File: config.mk
export PLATFORM = sky130hd
export DESIGN_NAME = mip_bank
export DESIGN_NICKNAME = d
export VERILOG_FILES = /design/src/hdl/mip_pkg.sv /design/src/hdl/mip_pin_if.sv /design/src/hdl/mip_bank.sv /design/src/hdl/mip_port_drv.sv
export VERILOG_INCLUDE_DIRS = /design/src /design/src/hdl
export SDC_FILE = /design/constraint.sdc
export NUM_CORES = 1
export LEC_CHECK = 0
export BUFFER_PORTS_ARGS = -buffer_cell sky130_fd_sc_hd__buf_2
export CAP_MARGIN = 20
export CELL_PAD_IN_SITES_DETAIL_PLACEMENT = 2
export CELL_PAD_IN_SITES_GLOBAL_PLACEMENT = 2
export CORE_MARGIN = 3
export CORE_UTILIZATION = 38
export CTS_BUF_LIST = sky130_fd_sc_hd__clkbuf_4 sky130_fd_sc_hd__clkbuf_8 sky130_fd_sc_hd__clkbuf_16
export DETAILED_ROUTE_END_ITERATION = 8
export GPL_TIMING_DRIVEN = 0
export PLACE_DENSITY = 0.87
export REMOVE_ABC_BUFFERS = 1
export SLEW_MARGIN = 25
export SYNTH_ARGS = -nofsm -noshare
export SYNTH_HDL_FRONTEND = slang
export SYNTH_HIERARCHICAL = 1
export SYNTH_SLANG_ARGS = --single-unit
File: constraint.sdc
create_clock -name sys_clk -period 5.5 [get_ports sys_clk]
set_input_delay 0.275 -clock sys_clk [delete_from_list [all_inputs] [get_ports sys_clk]]
set_output_delay 0.275 -clock sys_clk [all_outputs]
set_load 0.05 [all_outputs]
File: src/hdl/mip_cfg.svh
// Constants for the microcontroller I/O port bank
//
// Functional notes
// - Analog port is eight input-only pins, undriven
// - Analog port state register reads pin levels
// - Analog sample register clocks only on reads
// - Analog pin sampled one state before answer
// - Analog pins readable while converter uses them
// - Direction 0 complementary, 1 input/open-drain
// - Function select 0 I/O, 1 peripheral
// - Pin state reads pins in every configuration
// - Direction, function select, output data are read/write
// - Output data reaches pin at once in I/O
// - Peripheral owns pin; data stored, not driven
// - Port five needs 16-bit access, never windowed
// - Weak hold high until function select written
// - Peripheral mode uses peripheral direction and data
// - Open-drain drives low on 0, floats on 1
`ifndef MIP_CFG_SVH
`define MIP_CFG_SVH

// ==========================================================
// Register offsets
`define MIP_PORT_TWO_FUNCTION_SELECT_OFS 16'h1fc9
`define MIP_PORT_TWO_DIRECTION_OFS 16'h1fcb
`define MIP_P2_ODATA_OFS 16'h1fcd
`define MIP_PORT_TWO_PIN_STATE_OFS 16'h1fcf
`define MIP_PORT_ONE_FUNCTION_SELECT_OFS 16'h1fd0
`define MIP_PORT_SIX_FUNCTION_SELECT_OFS 16'h1fd1
`define MIP_PORT_ONE_DIRECTION_OFS 16'h1fd2
`define MIP_PORT_SIX_DIRECTION_OFS 16'h1fd3
`define MIP_P1_ODATA_OFS 16'h1fd4
`define MIP_P6_ODATA_OFS 16'h1fd5
`define MIP_PORT_ONE_PIN_STATE_OFS 16'h1fd6
`define MIP_PORT_SIX_PIN_STATE_OFS 16'h1fd7
`define MIP_AN_PIN_OFS 16'h1fda
`define MIP_PORT_FIVE_FUNCTION_SELECT_OFS 16'h1ff1
`define MIP_PORT_FIVE_DIRECTION_OFS 16'h1ff3
`define MIP_P5_ODATA_OFS 16'h1ff5
`define MIP_PORT_FIVE_PIN_STATE_OFS 16'h1ff7

// ==========================================================
// Port indices and reset values
`define MIP_NPORTS 4
`define MIP_P5_IDX 2'h2
`define MIP_MODE_RST 8'h00
`define MIP_DIR_RST 8'hff
`define MIP_ODATA_RST 8'hff
`define MIP_AN_W 8

`endif

File: src/hdl/mip_pkg.sv
// Types shared by the I/O port bank modules
package mip_pkg;
    typedef enum {
        MIP_K_NONE,
        MIP_K_MODE,
        MIP_K_DIR,
        MIP_K_ODATA,
        MIP_K_PIN,
        MIP_K_AN
    } mip_kind_type;

    typedef struct packed {
        mip_kind_type kind;
        logic [1:0] idx;
    } mip_sel_type;

    typedef enum {
        MIP_RD_IDLE,
        MIP_RD_SAMPLE,
        MIP_RD_ANSWER
    } mip_rd_type;
endpackage

File: src/hdl/mip_pin_if.sv
// Per-port configuration and pin-state carrier
`timescale 1ns/1ps
interface mip_pin_if #(parameter int W = 8);
    logic [W-1:0] dir;
    logic [W-1:0] mode;
    logic [W-1:0] odata;
    logic [W-1:0] sf_dir;
    logic [W-1:0] sf_data;
    logic [W-1:0] state;
    logic hold;
    modport ctrl (output dir, output mode, output odata, output sf_dir, output sf_data, output hold, input state);
    modport pin (input dir, input mode, input odata, input sf_dir, input sf_data, input hold, output state);
endinterface

File: src/hdl/mip_bank.sv
// Microcontroller I/O port bank: analog input port and four bidirectional ports
`timescale 1ns/1ps
`include "mip_cfg.svh"
module mip_bank #(
    parameter int AN_W = `MIP_AN_W
) (
    // Clock and reset
    input wire logic sys_clk,
    input wire logic resetn,
    // CPU register access
    input wire logic [15:0] cpu_addr,
    input wire logic cpu_addr16,
    input wire logic cpu_wr,
    input wire logic cpu_rd,
    input wire logic [7:0] cpu_wdata,
    output logic [7:0] cpu_rdata,
    output logic cpu_rvalid,
    output logic cpu_busy,
    // Analog-shared input-only pins
    input wire logic [AN_W-1:0] an_pin_in,
    // Bidirectional pins, index 0..3 = port 1, 2, 5, 6
    input wire logic [`MIP_NPORTS*8-1:0] pin_in,
    output logic [`MIP_NPORTS*8-1:0] pin_out,
    output logic [`MIP_NPORTS*8-1:0] pin_oe,
    output logic [`MIP_NPORTS*8-1:0] pin_weak_hold,
    // Peripheral signals for special-function mode
    input wire logic [`MIP_NPORTS*8-1:0] peripheral_direction_signal,
    input wire logic [`MIP_NPORTS*8-1:0] peripheral_data_signal
);
    import mip_pkg::*;

    // ==========================================================
    // Parameter check
    if (AN_W < 1 || AN_W > 8) begin : g_bad_an
        $error("analog port width must be 1 to 8");
    end

    localparam logic [15:0] MODE_OFS [`MIP_NPORTS] = '{`MIP_PORT_ONE_FUNCTION_SELECT_OFS, `MIP_PORT_TWO_FUNCTION_SELECT_OFS,
                                                        `MIP_PORT_FIVE_FUNCTION_SELECT_OFS, `MIP_PORT_SIX_FUNCTION_SELECT_OFS};
    localparam logic [15:0] DIR_OFS [`MIP_NPORTS] = '{`MIP_PORT_ONE_DIRECTION_OFS, `MIP_PORT_TWO_DIRECTION_OFS,
                                                       `MIP_PORT_FIVE_DIRECTION_OFS, `MIP_PORT_SIX_DIRECTION_OFS};
    localparam logic [15:0] ODATA_OFS [`MIP_NPORTS] = '{`MIP_P1_ODATA_OFS, `MIP_P2_ODATA_OFS,
                                                         `MIP_P5_ODATA_OFS, `MIP_P6_ODATA_OFS};
    localparam logic [15:0] PIN_OFS [`MIP_NPORTS] = '{`MIP_PORT_ONE_PIN_STATE_OFS, `MIP_PORT_TWO_PIN_STATE_OFS,
                                                       `MIP_PORT_FIVE_PIN_STATE_OFS, `MIP_PORT_SIX_PIN_STATE_OFS};

    // ==========================================================
    // Address decode
    // Port five sits in memory-mapped space: an 8-bit or windowed access misses it
    function automatic mip_sel_type decode(input logic [15:0] a, input logic a16);
        mip_sel_type s;
        s.kind = MIP_K_NONE;
        s.idx = 2'h0;
        if (a == `MIP_AN_PIN_OFS) begin
            s.kind = MIP_K_AN;
        end
        for (int i = 0; i < `MIP_NPORTS; i++) begin
            if (a == MODE_OFS[i]) begin
                s.kind = MIP_K_MODE;
                s.idx = 2'(i);
            end else if (a == DIR_OFS[i]) begin
                s.kind = MIP_K_DIR;
                s.idx = 2'(i);
            end else if (a == ODATA_OFS[i]) begin
                s.kind = MIP_K_ODATA;
                s.idx = 2'(i);
            end else if (a == PIN_OFS[i]) begin
                s.kind = MIP_K_PIN;
                s.idx = 2'(i);
            end
        end
        if (s.idx == `MIP_P5_IDX && s.kind != MIP_K_AN && !a16) begin
            s.kind = MIP_K_NONE;
        end
        return s;
    endfunction

    mip_sel_type sel;
    assign sel = decode(cpu_addr, cpu_addr16);

    // ==========================================================
    // Configuration registers
    logic [7:0] mode_q [`MIP_NPORTS];
    logic [7:0] mode_d [`MIP_NPORTS];
    logic [7:0] dir_q [`MIP_NPORTS];
    logic [7:0] dir_d [`MIP_NPORTS];
    logic [7:0] odata_q [`MIP_NPORTS];
    logic [7:0] odata_d [`MIP_NPORTS];
    logic [`MIP_NPORTS-1:0] hold_q;
    logic [`MIP_NPORTS-1:0] hold_d;

    always_comb begin
        mode_d = mode_q;
        dir_d = dir_q;
        odata_d = odata_q;
        hold_d = hold_q;
        if (cpu_wr) begin
            case (sel.kind)
                MIP_K_MODE: begin
                    mode_d[sel.idx] = cpu_wdata;
                    hold_d[sel.idx] = 1'b0;
                end
                MIP_K_DIR: dir_d[sel.idx] = cpu_wdata;
                MIP_K_ODATA: odata_d[sel.idx] = cpu_wdata;
                default: ;
            endcase
        end
    end

    always_ff @(posedge sys_clk or negedge resetn) begin
        if (!resetn) begin
            for (int i = 0; i < `MIP_NPORTS; i++) begin
                mode_q[i] <= `MIP_MODE_RST;
                dir_q[i] <= `MIP_DIR_RST;
                odata_q[i] <= `MIP_ODATA_RST;
            end
            hold_q <= '1;
        end else begin
            mode_q <= mode_d;
            dir_q <= dir_d;
            odata_q <= odata_d;
            hold_q <= hold_d;
        end
    end

    // ==========================================================
    // Bidirectional ports
    logic [7:0] state [`MIP_NPORTS];

    for (genvar p = 0; p < `MIP_NPORTS; p++) begin : g_port
        mip_pin_if #(.W(8)) pif ();
        assign pif.dir = dir_q[p];
        assign pif.mode = mode_q[p];
        assign pif.odata = odata_q[p];
        assign pif.sf_dir = peripheral_direction_signal[p*8 +: 8];
        assign pif.sf_data = peripheral_data_signal[p*8 +: 8];
        assign pif.hold = hold_q[p];
        assign state[p] = pif.state;
        mip_port_drv #(.W(8)) u_drv (
            .sys_clk(sys_clk),
            .resetn(resetn),
            .cfg(pif.pin),
            .pin_in(pin_in[p*8 +: 8]),
            .pin_out(pin_out[p*8 +: 8]),
            .pin_oe(pin_oe[p*8 +: 8]),
            .pin_weak_hold(pin_weak_hold[p*8 +: 8])
        );
    end

    // ==========================================================
    // Read sequence
    // The analog sample register is only clocked in the sample state of an analog
    // read, so the converter sees no digital switching between reads
    mip_rd_type rd_q;
    mip_rd_type rd_d;
    mip_sel_type rsel_q;
    mip_sel_type rsel_d;
    logic [AN_W-1:0] an_sample_q;
    logic [AN_W-1:0] an_sample_d;
    logic [7:0] rdata_q;
    logic [7:0] rdata_d;
    logic rvalid_q;
    logic rvalid_d;

    always_comb begin
        rd_d = rd_q;
        rsel_d = rsel_q;
        an_sample_d = an_sample_q;
        rdata_d = rdata_q;
        rvalid_d = 1'b0;
        case (rd_q)
            MIP_RD_IDLE: begin
                if (cpu_rd) begin
                    rsel_d = sel;
                    rd_d = MIP_RD_SAMPLE;
                end
            end
            MIP_RD_SAMPLE: begin
                if (rsel_q.kind == MIP_K_AN) begin
                    an_sample_d = an_pin_in;
                end
                rd_d = MIP_RD_ANSWER;
            end
            MIP_RD_ANSWER: begin
                rvalid_d = 1'b1;
                rd_d = MIP_RD_IDLE;
                case (rsel_q.kind)
                    MIP_K_MODE: rdata_d = mode_q[rsel_q.idx];
                    MIP_K_DIR: rdata_d = dir_q[rsel_q.idx];
                    MIP_K_ODATA: rdata_d = odata_q[rsel_q.idx];
                    MIP_K_PIN: rdata_d = state[rsel_q.idx];
                    MIP_K_AN: rdata_d = 8'(an_sample_q);
                    default: rdata_d = 8'h00;
                endcase
            end
            default: rd_d = MIP_RD_IDLE;
        endcase
    end

    always_ff @(posedge sys_clk or negedge resetn) begin
        if (!resetn) begin
            rd_q <= MIP_RD_IDLE;
            rsel_q <= '{kind: MIP_K_NONE, idx: 2'h0};
            an_sample_q <= '0;
            rdata_q <= 8'h00;
            rvalid_q <= 1'b0;
        end else begin
            rd_q <= rd_d;
            rsel_q <= rsel_d;
            an_sample_q <= an_sample_d;
            rdata_q <= rdata_d;
            rvalid_q <= rvalid_d;
        end
    end

    assign cpu_rdata = rdata_q;
    assign cpu_rvalid = rvalid_q;
    assign cpu_busy = (rd_q != MIP_RD_IDLE);
endmodule

File: src/hdl/mip_port_drv.sv
// One bidirectional port: pin driver and input synchroniser
`timescale 1ns/1ps
module mip_port_drv #(
    parameter int W = 8
) (
    // Clock and reset
    input wire logic sys_clk,
    input wire logic resetn,
    // Configuration and state
    mip_pin_if.pin cfg,
    // Pins
    input wire logic [W-1:0] pin_in,
    output logic [W-1:0] pin_out,
    output logic [W-1:0] pin_oe,
    output logic [W-1:0] pin_weak_hold
);
    import mip_pkg::*;

    // ==========================================================
    // Parameter check
    if (W < 1 || W > 8) begin : g_bad_w
        $error("port width must be 1 to 8");
    end

    // ==========================================================
    // Driver
    logic [W-1:0] eff_dir;
    logic [W-1:0] eff_data;
    logic [W-1:0] sync1_q;
    logic [W-1:0] sync1_d;
    logic [W-1:0] sync2_q;
    logic [W-1:0] sync2_d;

    always_comb begin
        eff_dir = (cfg.mode & cfg.sf_dir) | (~cfg.mode & cfg.dir);
        eff_data = (cfg.mode & cfg.sf_data) | (~cfg.mode & cfg.odata);
        pin_oe = ~eff_dir | ~eff_data;
        pin_out = eff_data & ~eff_dir;
        pin_weak_hold = {W{cfg.hold}};
    end

    // ==========================================================
    // Synchroniser; state reads regardless of configuration
    always_comb begin
        sync1_d = pin_in;
        sync2_d = sync1_q;
    end

    always_ff @(posedge sys_clk or negedge resetn) begin
        if (!resetn) begin
            sync1_q <= '0;
            sync2_q <= '0;
        end else begin
            sync1_q <= sync1_d;
            sync2_q <= sync2_d;
        end
    end

    assign cfg.state = sync2_q;
endmodule

==> results.md, run 1 <==
Run status:
- The flow ran to the end, and the final reports show no timing, DRC or antenna violations.

Clock tree:
- In this run the number of H-tree levels came out at 4.
- CTS saw between 150 and 200 sinks.
- The clock insertion delay at the later pin of the skew report is approximately 0.43 ns.
- After clock tree synthesis, the clock-pin slew on the worst setup and hold paths is about 0.080 ns.
- The clock root buffer is sky130_fd_sc_hd__clkbuf_16.
- The number of buffers on the longest clock path is 2.
- The total CTS buffers is 17.
- The clock tree from TritonCTS is yes.
- Once the clock tree was built, the setup fixing pass inserted 0 buffers.

Power:
- In this run, the combinational gates consume 7.3% of the power.
- Of the total power, the share spent switching nets is between 20% and 30%.
- The share of total power dissipated in the clock network is 43.1%.
- The power per cell area is between 200 and 300 nW/µm².
- The internal portion of total power is between 0.002 and 0.0025 W.
- The sequential share of power is 49.6%.
- The total leakage power is about 5.1 nW.
- The maximum ir drop on the vdd rail is roughly 0.18 mV.
- In this run the power spent charging and discharging nets is 0.000770 W.

GRT:
- Global routing used between 20% and 30% of the available met1 tracks.
- The number of antenna violations at the first check in global routing is 1.
- Global routing consumed, on the met3 layer, 3.74% of the routing resources.
- In the global route stage, met2 resource usage came out at between 40% and 50%.
- The final global-route overflow total is 0.
- The overall fraction of global-route tracks in use is 24.3%.
- The first global-routing pass estimated 47,800 µm of wire.
- Entering global routing, the biggest net connects 95 pins.
- The peak-usage layer in the global routing report is met2.
- The via count of the first global-routing pass is 7,772.

Timing:
- The worst clock skew on the final layout is 0.00912 ns.
- Adding up every negative setup slack in the final design gives 0 ns.
- Setup violations remaining at the end of the flow were counted as 0.
- Based on the critical path, the design can be clocked at up to about 390 MHz.
- The final number of hold-violating endpoints is 0.
- After layout, the worst path uses 46.1% of the clock period.
- The actual slew at the worst max-slew pin is 1.12 ns.
- The clock period could shrink to ~2.5 ns.
- In this run the tightest slew margin relative to its limit is 24.9%.
- Final hold analysis gives a worst-case slack of about 0.078 ns.
- The max-slew violation count is 0.
- Setup repair after global routing left no endpoint under its margin.
- The setup slack of the critical path after layout is a little under 3 ns.

Setup path:
- Together, buffers and inverters on the worst path number 0.
- The slowest stage of the critical path is the sky130_fd_sc_hd__dfrtp_2 cell.
- Along the worst path, the maximum fanout reaches 25.
- In this design, the stage delay of the slowest critical-path cell is between 0.8 and 0.9 ns.
- Traced cell by cell, the critical path runs through nor2b_1, nand3_1, mux2_2.
- The kind of cell adding the most delay to the critical path is simple AND/OR/NAND/NOR gates.
- Data on the critical path arrives at its endpoint at roughly 2.9 ns.
- The worst path required time is slightly below 6 ns.
- STA classifies the critical path startpoint as a flop.
- STA classifies the critical path endpoint as a flop.
- The critical path is of the flop to flop type.

Detailed routing:
- The detailed router finished its first iteration with around 240 violations.
- The via density per instance is roughly 5.4.
- The number of nets with antenna violations after routing is 0.
- For this block, the via count after detailed routing is 6,758.
- For this run, design rule violations remaining after detail routing come to 0.
- Before antenna repair, the detailed router went through 4 iterations.
- The average detailed-routed wire length per instance is 24.8 µm.
- The total detailed-routing wirelength is 30,800 µm.

Yosys:
- The mean instance size in the synthesized netlist is around 13 µm².
- The mapped cell area is ~9000 µm².
- Summing the areas of all compound-gate instances in the mapped netlist gives a little under a tenth of the synthesized area.
- The simple-gate area share of the yosys netlist is just over 10%.
- For this run, the register share of the synthesized area comes to approximately 53%.
- The top flip-flop cell by instance count after synthesis is sky130_fd_sc_hd__dfrtp_1.
- During synthesis, Yosys emitted a total of 6 warnings.
- After synthesis, the share of flip-flops with an asynchronous set or reset is 100%.
- The fraction of synthesized area in multiplexers is 22.1%.
- The total of flip-flops plus latches after synthesis is 188.
- The arithmetic-cell share of the synthesized area counting full adders, half adders and majority gates is 0%.
- Counting flops with a built-in enable in the synthesized netlist gives 0.
- The number of different library cells in the post-synthesis netlist is 48.
- The synthesized netlist devotes 0.0968% of its cell area to XOR and XNOR gates.
- By area, the combinational part of the netlist is dominated by multiplexers.
- The post-synthesis cell count is slightly below 700.

Layout:
- The share of final-layout standard cells stronger than drive strength 1 is around 54%.
- The final design instance area without fill is about 11,000 µm².
- The count of nets after finishing is about 1,000.
- Relative to the synthesized area, the layout overhead comes to 25.7%.

Job:
- The tool flagged a number of max-cap violations equal to 0.

Placed design:
- The placed cell area is between 10,000 and 15,000 µm².
- Port buffering added ~240 buffers.
- The sum of net half-perimeters after detailed placement is around 21,000 µm.
- Before CTS, the worst setup slack after placement is roughly 2.6 ns.
- The final estimated routing congestion in global placement is 0.790.

Floorplan:
- The area enclosed by the die boundary is 25,700 µm².
- The y dimension of the die is ~160 µm.
- During I/O placement, the number of pins put on the boundary was around 240.
- The number of placement rows is 55.
- The width of the chip is roughly 160 µm.
- In this run the standard cell core region covers ~23,000 µm².
- The initial utilization of the core area, before any placement, comes to about two fifths.

Min path:
- The min-delay analysis places its worst path in the category input pin to flop.
==> sequential cells by signal, indices dropped and copies added (netlist names) <==
name and count:
cpu_rdata 8, g_port.u_drv/cfg.state 32, g_port.pif.mode 32, an_sample_q 8, g_port.pif.odata 32, g_port.u_drv/sync1_q 32
rsel_q 5, rd_q 2, cpu_rvalid 1, g_port.pif.dir 32, hold_q 4
==> layout make-up <==
| cell class | count | area (µm²) |
|---|---|---|
| Clock buffer | 18 | 433 |
| Antenna cell | 2 | 5.00 |
| Clock inverter | 14 | 170 |
| Sequential cell | 188 | 4800 |
| Fill cell | 2291 | 11600 |
| Inverter | 37 | 139 |
| Multi-Input combinational cell | 392 | 3780 |
| Timing Repair Buffer | 278 | 1660 |
| Tap cell | 313 | 392 |
==> worst paths after layout <==
| kind | from | end | slack (ns) | depth (start not counted) |
|---|---|---|---|---|
| worst max register to register | rsel_q[2] | an_sample_q[0] | 2.97 | 3 |
| worst min-delay path | an_pin_in[7] | an_sample_q[7] | 0.08 | 2 |
| worst max-delay path | rsel_q[2] | an_sample_q[0] | 2.97 | 3 |
| max in group asynchronous | resetn | g_port[1].pif.odata[7] | 4.18 | 4 |
| worst min register to register | g_port[0].u_drv/sync1_q[6] | g_port[0].u_drv/cfg.state[6] | 0.35 | 0 |
| min in group asynchronous | resetn | g_port[1].u_drv/cfg.state[4] | 0.19 | 2 |
==> cells in the final DEF, fill, tap and decap left out, types with 6 or more instances in the layout <==
cell type / n
sky130_fd_sc_hd__a21oi_1: 6
sky130_fd_sc_hd__nand2b_1: 13
sky130_fd_sc_hd__a31oi_1: 32
sky130_fd_sc_hd__clkbuf_16: 17
sky130_fd_sc_hd__nor2_1: 10
sky130_fd_sc_hd__nand3_1: 7
sky130_fd_sc_hd__dfrtp_1: 116
sky130_fd_sc_hd__a221o_1: 6
sky130_fd_sc_hd__dlygate4sd3_1: 33
sky130_fd_sc_hd__and3b_1: 32
sky130_fd_sc_hd__a32o_1: 6
sky130_fd_sc_hd__mux4_2: 32
sky130_fd_sc_hd__inv_1: 37
sky130_fd_sc_hd__a311oi_1: 7
sky130_fd_sc_hd__nand2_1: 44
sky130_fd_sc_hd__dfstp_2: 68
sky130_fd_sc_hd__mux2_2: 112
sky130_fd_sc_hd__buf_2: 237
sky130_fd_sc_hd__and2_1: 6
sky130_fd_sc_hd__o32ai_1: 28
==> synthesized netlist by cell type (7+ instances only) <==
master	count	area share [%]
sky130_fd_sc_hd__clkbuf_1	23	0.95
sky130_fd_sc_hd__buf_4	32	2.7
sky130_fd_sc_hd__dfrtp_1	120	33
sky130_fd_sc_hd__nor2_1	10	0.41
sky130_fd_sc_hd__inv_1	37	1.5
sky130_fd_sc_hd__nand2b_1	13	0.90
sky130_fd_sc_hd__mux2_2	112	14
sky130_fd_sc_hd__a311oi_1	7	0.68
sky130_fd_sc_hd__mux4_2	32	8.0
sky130_fd_sc_hd__nand2_1	44	1.8
sky130_fd_sc_hd__and3b_1	32	3.1
sky130_fd_sc_hd__dfstp_2	68	20
sky130_fd_sc_hd__o32ai_1	28	2.7
sky130_fd_sc_hd__nand3_1	7	0.39
sky130_fd_sc_hd__a31oi_1	32	2.2
==> power groups by stage <==
stage / Sequential [W] / Combinational [W] / Clock, W
global route: 0.00144 / 0.000231 / 0.00133
detailed placement: 0.00146 / 0.000192 / 0
floorplan: 0.00148 / 0.0000446 / 0
finish: 0.00143 / 0.000210 / 0.00125
global placement: 0.00146 / 0.000179 / 0
CTS: 0.00144 / 0.000212 / 0.00128
==> per-stage QoR <==
step	total power [W]	utilization, %	cells
2_1_floorplan	0.00152	-	617
3_3_place_gp	0.00163	44.7	1168
3_5_place_dp	0.00165	45.3	1174
4_1_cts	0.00293	49.4	1239
5_1_grt	0.00300	49.5	1241
6_report	0.00289	49.5	1242
==> per-layer routing <==
metal	vias up	part of all wire, %
met4	0	1.6
met3	32	4.1
met2	179	54
li1	2995	-
met1	3552	40
met5	-	0
==> repair_timing <==
item,CTS,global route
hold buffers,33,0
gates resized for setup,0,0
endpoints found under the hold margin,89,0
==> logic make-up (layout without fill, tap and decap cells) <==
| group | after synthesis | in the layout |
|---|---|---|
| AOI/OAI and AO/OA | 103 | 103 |
| xor gates and xnor gates | 1 | 1 |
| DFF | 188 | 188 |
| and+or+nand+nor | 142 | 142 |
| buffers and inverters | 99 | 347 |
| muxes | 146 | 146 |
| other | 0 | 2 |
No activity file was read; power rests on OpenSTA's default activity.
==> run 2, diff against run 1 <==
--- a/config.mk
+++ b/config.mk
@@ -6,16 +6,17 @@
 export SDC_FILE = /design/constraint.sdc
 export NUM_CORES = 1
 export LEC_CHECK = 0
+export ABC_AREA = 1
 export BUFFER_PORTS_ARGS = -buffer_cell sky130_fd_sc_hd__buf_2
 export CAP_MARGIN = 20
 export CELL_PAD_IN_SITES_DETAIL_PLACEMENT = 2
 export CELL_PAD_IN_SITES_GLOBAL_PLACEMENT = 2
 export CORE_MARGIN = 3
-export CORE_UTILIZATION = 38
+export CORE_UTILIZATION = 28
 export CTS_BUF_LIST = sky130_fd_sc_hd__clkbuf_4 sky130_fd_sc_hd__clkbuf_8 sky130_fd_sc_hd__clkbuf_16
 export DETAILED_ROUTE_END_ITERATION = 8
 export GPL_TIMING_DRIVEN = 0
-export PLACE_DENSITY = 0.87
+export PLACE_DENSITY = 0.77
 export REMOVE_ABC_BUFFERS = 1
 export SLEW_MARGIN = 25
 export SYNTH_ARGS = -nofsm -noshare
==> constraint.sdc (replaced) <==
create_clock -name sys_clk -period 2.1 [get_ports sys_clk]
set_input_delay 0.105 -clock sys_clk [delete_from_list [all_inputs] [get_ports sys_clk]]
set_output_delay 0.105 -clock sys_clk [all_outputs]
set_load 0.05 [all_outputs]
==> run 2 against run 1 <==
Against the previous run:
- the flow now finishes with violations (setup timing)
- clock power grew to 2.8 times the previous value
- via count grew 71%
- count of clock-buffer cells in the layout shrank 1
- combinational power grew to 8.6 times the previous value
- sequential share of layout area shrank 8.7 points
- die area grew 64%
- routed wire length grew 69%
- synthesized cell count grew 110%
- critical path type is now input pin to flop
==> results.md, run 2 <==
Job:
- The max-capacitance violation count was 0 (unchanged).

Clock tree:
- TritonCTS built the clock tree.
- The number of buffers on the longest clock path came to 2 (unchanged).
- The maximum level of the CTS H-tree is 4 (unchanged).
- The cell sitting at the root of the clock tree is a sky130_fd_sc_hd__clkbuf_16.
- The total CTS buffers is 17 (unchanged).
- The clock-pin slew on the worst setup and hold paths is 0.07 ns (about the same).
- The number of clock sinks seen by CTS was 188 (unchanged).
- The clock insertion delay at the later pin of the skew report is 0.46 ns (+0.03 ns).

Setup path:
- The largest fanout of any net on the critical path is 13 (-48%).
- The type of destination of the critical path is a flop.
- The worst path required time is 2.48 ns (-3.33 ns).
- The arrival time at the worst endpoint is 2.59 ns (-0.26 ns).
- The kind of launch point of the worst setup path is an input pin.
- The critical path in this run is classified as input pin to flop.

Yosys:
- The sequential cell area fraction in the yosys report is 43.2% (-9.8 points).
- The post-synthesis cell count is 1,448 (+110%).
- Sorting the synthesized cells by how often they occur yields sky130_fd_sc_hd__nand2_1, sky130_fd_sc_hd__inv_1, sky130_fd_sc_hd__dfrtp_1, sky130_fd_sc_hd__nor2_1, sky130_fd_sc_hd__o21ai_0.
- The mapped cell area was 11,100 µm² (+23%).
- The mean instance size in the synthesized netlist came to 7.66 µm² (-42%).
- The fraction of synthesized cell area taken by the top area cell type is 27.1% (-6.1 points).
- The total of warnings raised by yosys is 6 (unchanged).
- Of all cell types, the one taking the most synthesized area is sky130_fd_sc_hd__dfrtp_1.
- The share of synthesized flip-flops with an asynchronous set or reset came to 100% (unchanged).
- The total of flip-flops plus latches after synthesis came to 188 (unchanged).
- Among all cell types in the netlist, the one instantiated most often is sky130_fd_sc_hd__nand2_1.
- The number of different library cells in the post-synthesis netlist is 44 (-8.3%).
- Yosys attributes the largest share of cell area to sky130_fd_sc_hd__dfrtp_1, sky130_fd_sc_hd__dfstp_2, sky130_fd_sc_hd__nand2_1.
- The top flip-flop cell by instance count after synthesis is sky130_fd_sc_hd__dfrtp_1.
- The number of enable flip-flop cells after synthesis is 0 (unchanged).

Timing:
- The max-slew violation count came to 0 (unchanged).
- Timing would allow up to about 450 MHz.
- The final critical delay including setup and external delays is ~2.2 ns.
- The worst hold margin is 0.0319 ns (-0.0457 ns).
- The max-slew headroom at the worst pin came to 35.7% (+11 points).
- The setup-violating endpoint count in the final report is 33 (+33).
- The final worst-path cycle share is 105%.
- The final number of hold-violating endpoints is 0 (unchanged).
- The worst clock skew on the final layout is 0.0206 ns (+0.0115 ns).
- The actual slew at the worst max-slew pin is 0.960 ns (-0.157 ns).
- The setup slack of the critical path after layout is -0.112 ns (-3.08 ns).

Layout:
- The growth of design area from synthesis to finish is 29.3%.
- The count of nets after finishing was 1,861 (+78%).
- The most common library cell in the layout ignoring fill and taps is sky130_fd_sc_hd__nand2_1.
- Leaving out fill and tap cells, the most frequent cells in the layout are sky130_fd_sc_hd__nand2_1, sky130_fd_sc_hd__buf_2, sky130_fd_sc_hd__inv_1.
- The share of final-layout standard cells stronger than drive strength 1 is 32.5% (-22 points).

GRT:
- The via count of the first global-routing pass is 12,400 (+60%).
- The number of antenna violations at the first check in global routing is 2 (+1).
- The final global-route overflow total is 0 (unchanged).
- The overall fraction of global-route tracks in use is 23.6% (-0.67 points).
- The wire length of the first global-routing pass was 74,900 µm (+57%).
- The maximum number of pins on one net before global-route repair is 82 (-14%).

Detailed routing:
- The via density per instance was 5.13 (-5.8%).
- The initial detailed-routing violation count is 735 (+210%).
- The remaining routing DRC violations came to 0 (unchanged).
- The number of nets with antenna violations after routing is 0 (unchanged).
- The first-pass detailed-route iteration total is 5 (+1).
- The average detailed-routed wire length per instance came to 23.0 µm (-7.3%).
- The via count of the routed design came to 11,600 (+71%).
- The total detailed-routing wirelength is 52,000 µm (+69%).

Placed design:
- The worst-case setup slack after placement is -1.48 ns (-4.04 ns).
- The count of buffers inserted at the top-level ports is 238 (unchanged).
- The sum of net half-perimeters after detailed placement is 30,900 µm (+47%).
- The final estimated routing congestion in global placement is 0.772 (-2.3%).

Floorplan:
- The area enclosed by the die boundary is 42,100 µm² (+64%).
- The total I/O pin count is 239 (unchanged).
- The number of placement rows is 72 (+31%).
- The width of the chip is 205 µm (+28%).
- The area of the core region came to 38,900 µm² (+69%).
- The y dimension of the die came to 205 µm (+28%).
- The initial cell density of the core came to 28.5% (-11 points).

Power:
- The total leakage power is 7.24 nW (+43%).
- The maximum ir drop on the vdd rail is 0.575 mV (+220%).
- The power per cell area came to 641 nW/µm² (+150%).

Min path:
- The worst hold path belongs to the class input pin to flop.

Run status:
- The final reports fail on setup timing.
- The flow ran to the end, but the final reports show violations.
## run 2: kinds of logic (layout without fill, tap and decap cells)
logic type	after synthesis	in the layout	synth area share, %
simple gates	742	747	31.6
buf+inv	269	557	11.5
compound gates	241	241	12.9
flops	188	188	43.2
mux	8	8	0.812
other cells	0	1	0
## run 2: per-stage QoR
stage                     area, µm²  utilization [%]  setup TNS, ns  instances  total power (W)
after floorplan               10500                -         -11.79       1362          0.00479
after global placement        12400             31.7        -478.57       2118          0.00542
after detailed placement      12500             32.0        -125.80       2121          0.00549
after CTS                     14000             36.1              0       2235          0.00920
after global routing          14300             36.9          -5.90       2259          0.00954
final                         14300             36.9          -2.14       2260          0.00919
## run 2: what timing repair did
item | in CTS | in global routing
cloned | 7 | 2
setup buffers | 27 | 22
endpoints found under the hold margin | 105 | 0
pin swaps | 15 | 10
resized for setup | 24 | 11
endpoints found under the setup margin | 109 | 92
hold buffers | 48 | 0
## run 2: critical path, stage by stage
cell and delay (ns):
sky130_fd_sc_hd__buf_2 0.14, sky130_fd_sc_hd__nor2_1 0.22, sky130_fd_sc_hd__inv_2 0.08, sky130_fd_sc_hd__nor2_1 0.37, sky130_fd_sc_hd__inv_1 0.10, sky130_fd_sc_hd__nor2_1 0.17
sky130_fd_sc_hd__nor2_1 0.06, sky130_fd_sc_hd__nand4_1 0.08, sky130_fd_sc_hd__nor2_1 0.05, sky130_fd_sc_hd__nand4_1 0.31, sky130_fd_sc_hd__nand3_2 0.31, sky130_fd_sc_hd__nor2_4 0.22
sky130_fd_sc_hd__buf_12 0.18, sky130_fd_sc_hd__nand3_1 0.09, sky130_fd_sc_hd__nand2_1 0.10
## run 2: power by group
group          switching (W)  internal [W]
clock network        0.00170       0.00183
logic                0.00128      0.000518
registers          0.0000980       0.00376
## run 2: cell type report
| class | count | area, µm² |
|---|---|---|
| fill | 4530 | 24600 |
| multi-input combinational | 996 | 5190 |
| sequential | 188 | 4800 |
| timing repair buffer | 340 | 2320 |
| inverter | 183 | 743 |
| tap | 518 | 648 |
| clock buffer | 17 | 425 |
| clock inverter | 15 | 199 |
| timing repair inverter | 2 | 20.0 |
| antenna | 1 | 2.50 |
## run 2: worst paths after layout
kind	start	to	slack, ns	cells after the start
hold reg to reg	g_port[2].u_drv/sync1_q[3]	g_port[2].u_drv/cfg.state[3]	0.35	0
setup reg to reg	rsel_q[0]	cpu_rdata[1]	-0.01	5
setup / recovery	cpu_addr[1]	g_port[2].pif.mode[0]	-0.11	15
max in group asynchronous	resetn	rsel_q[1]	1.18	3
min in group asynchronous	resetn	g_port[0].u_drv/sync1_q[0]	0.15	2
hold / removal	cpu_wdata[5]	g_port[1].pif.dir[5]	0.03	3
## run 2: metal layers
layer	GRT usage [%]	up-vias	share of wire, %
met4	7.22	2	3.0
met1	29.1	5924	41
met3	3.69	92	5.2
met5	0	-	0.029
li1	-	5161	-
met2	42.4	409	51
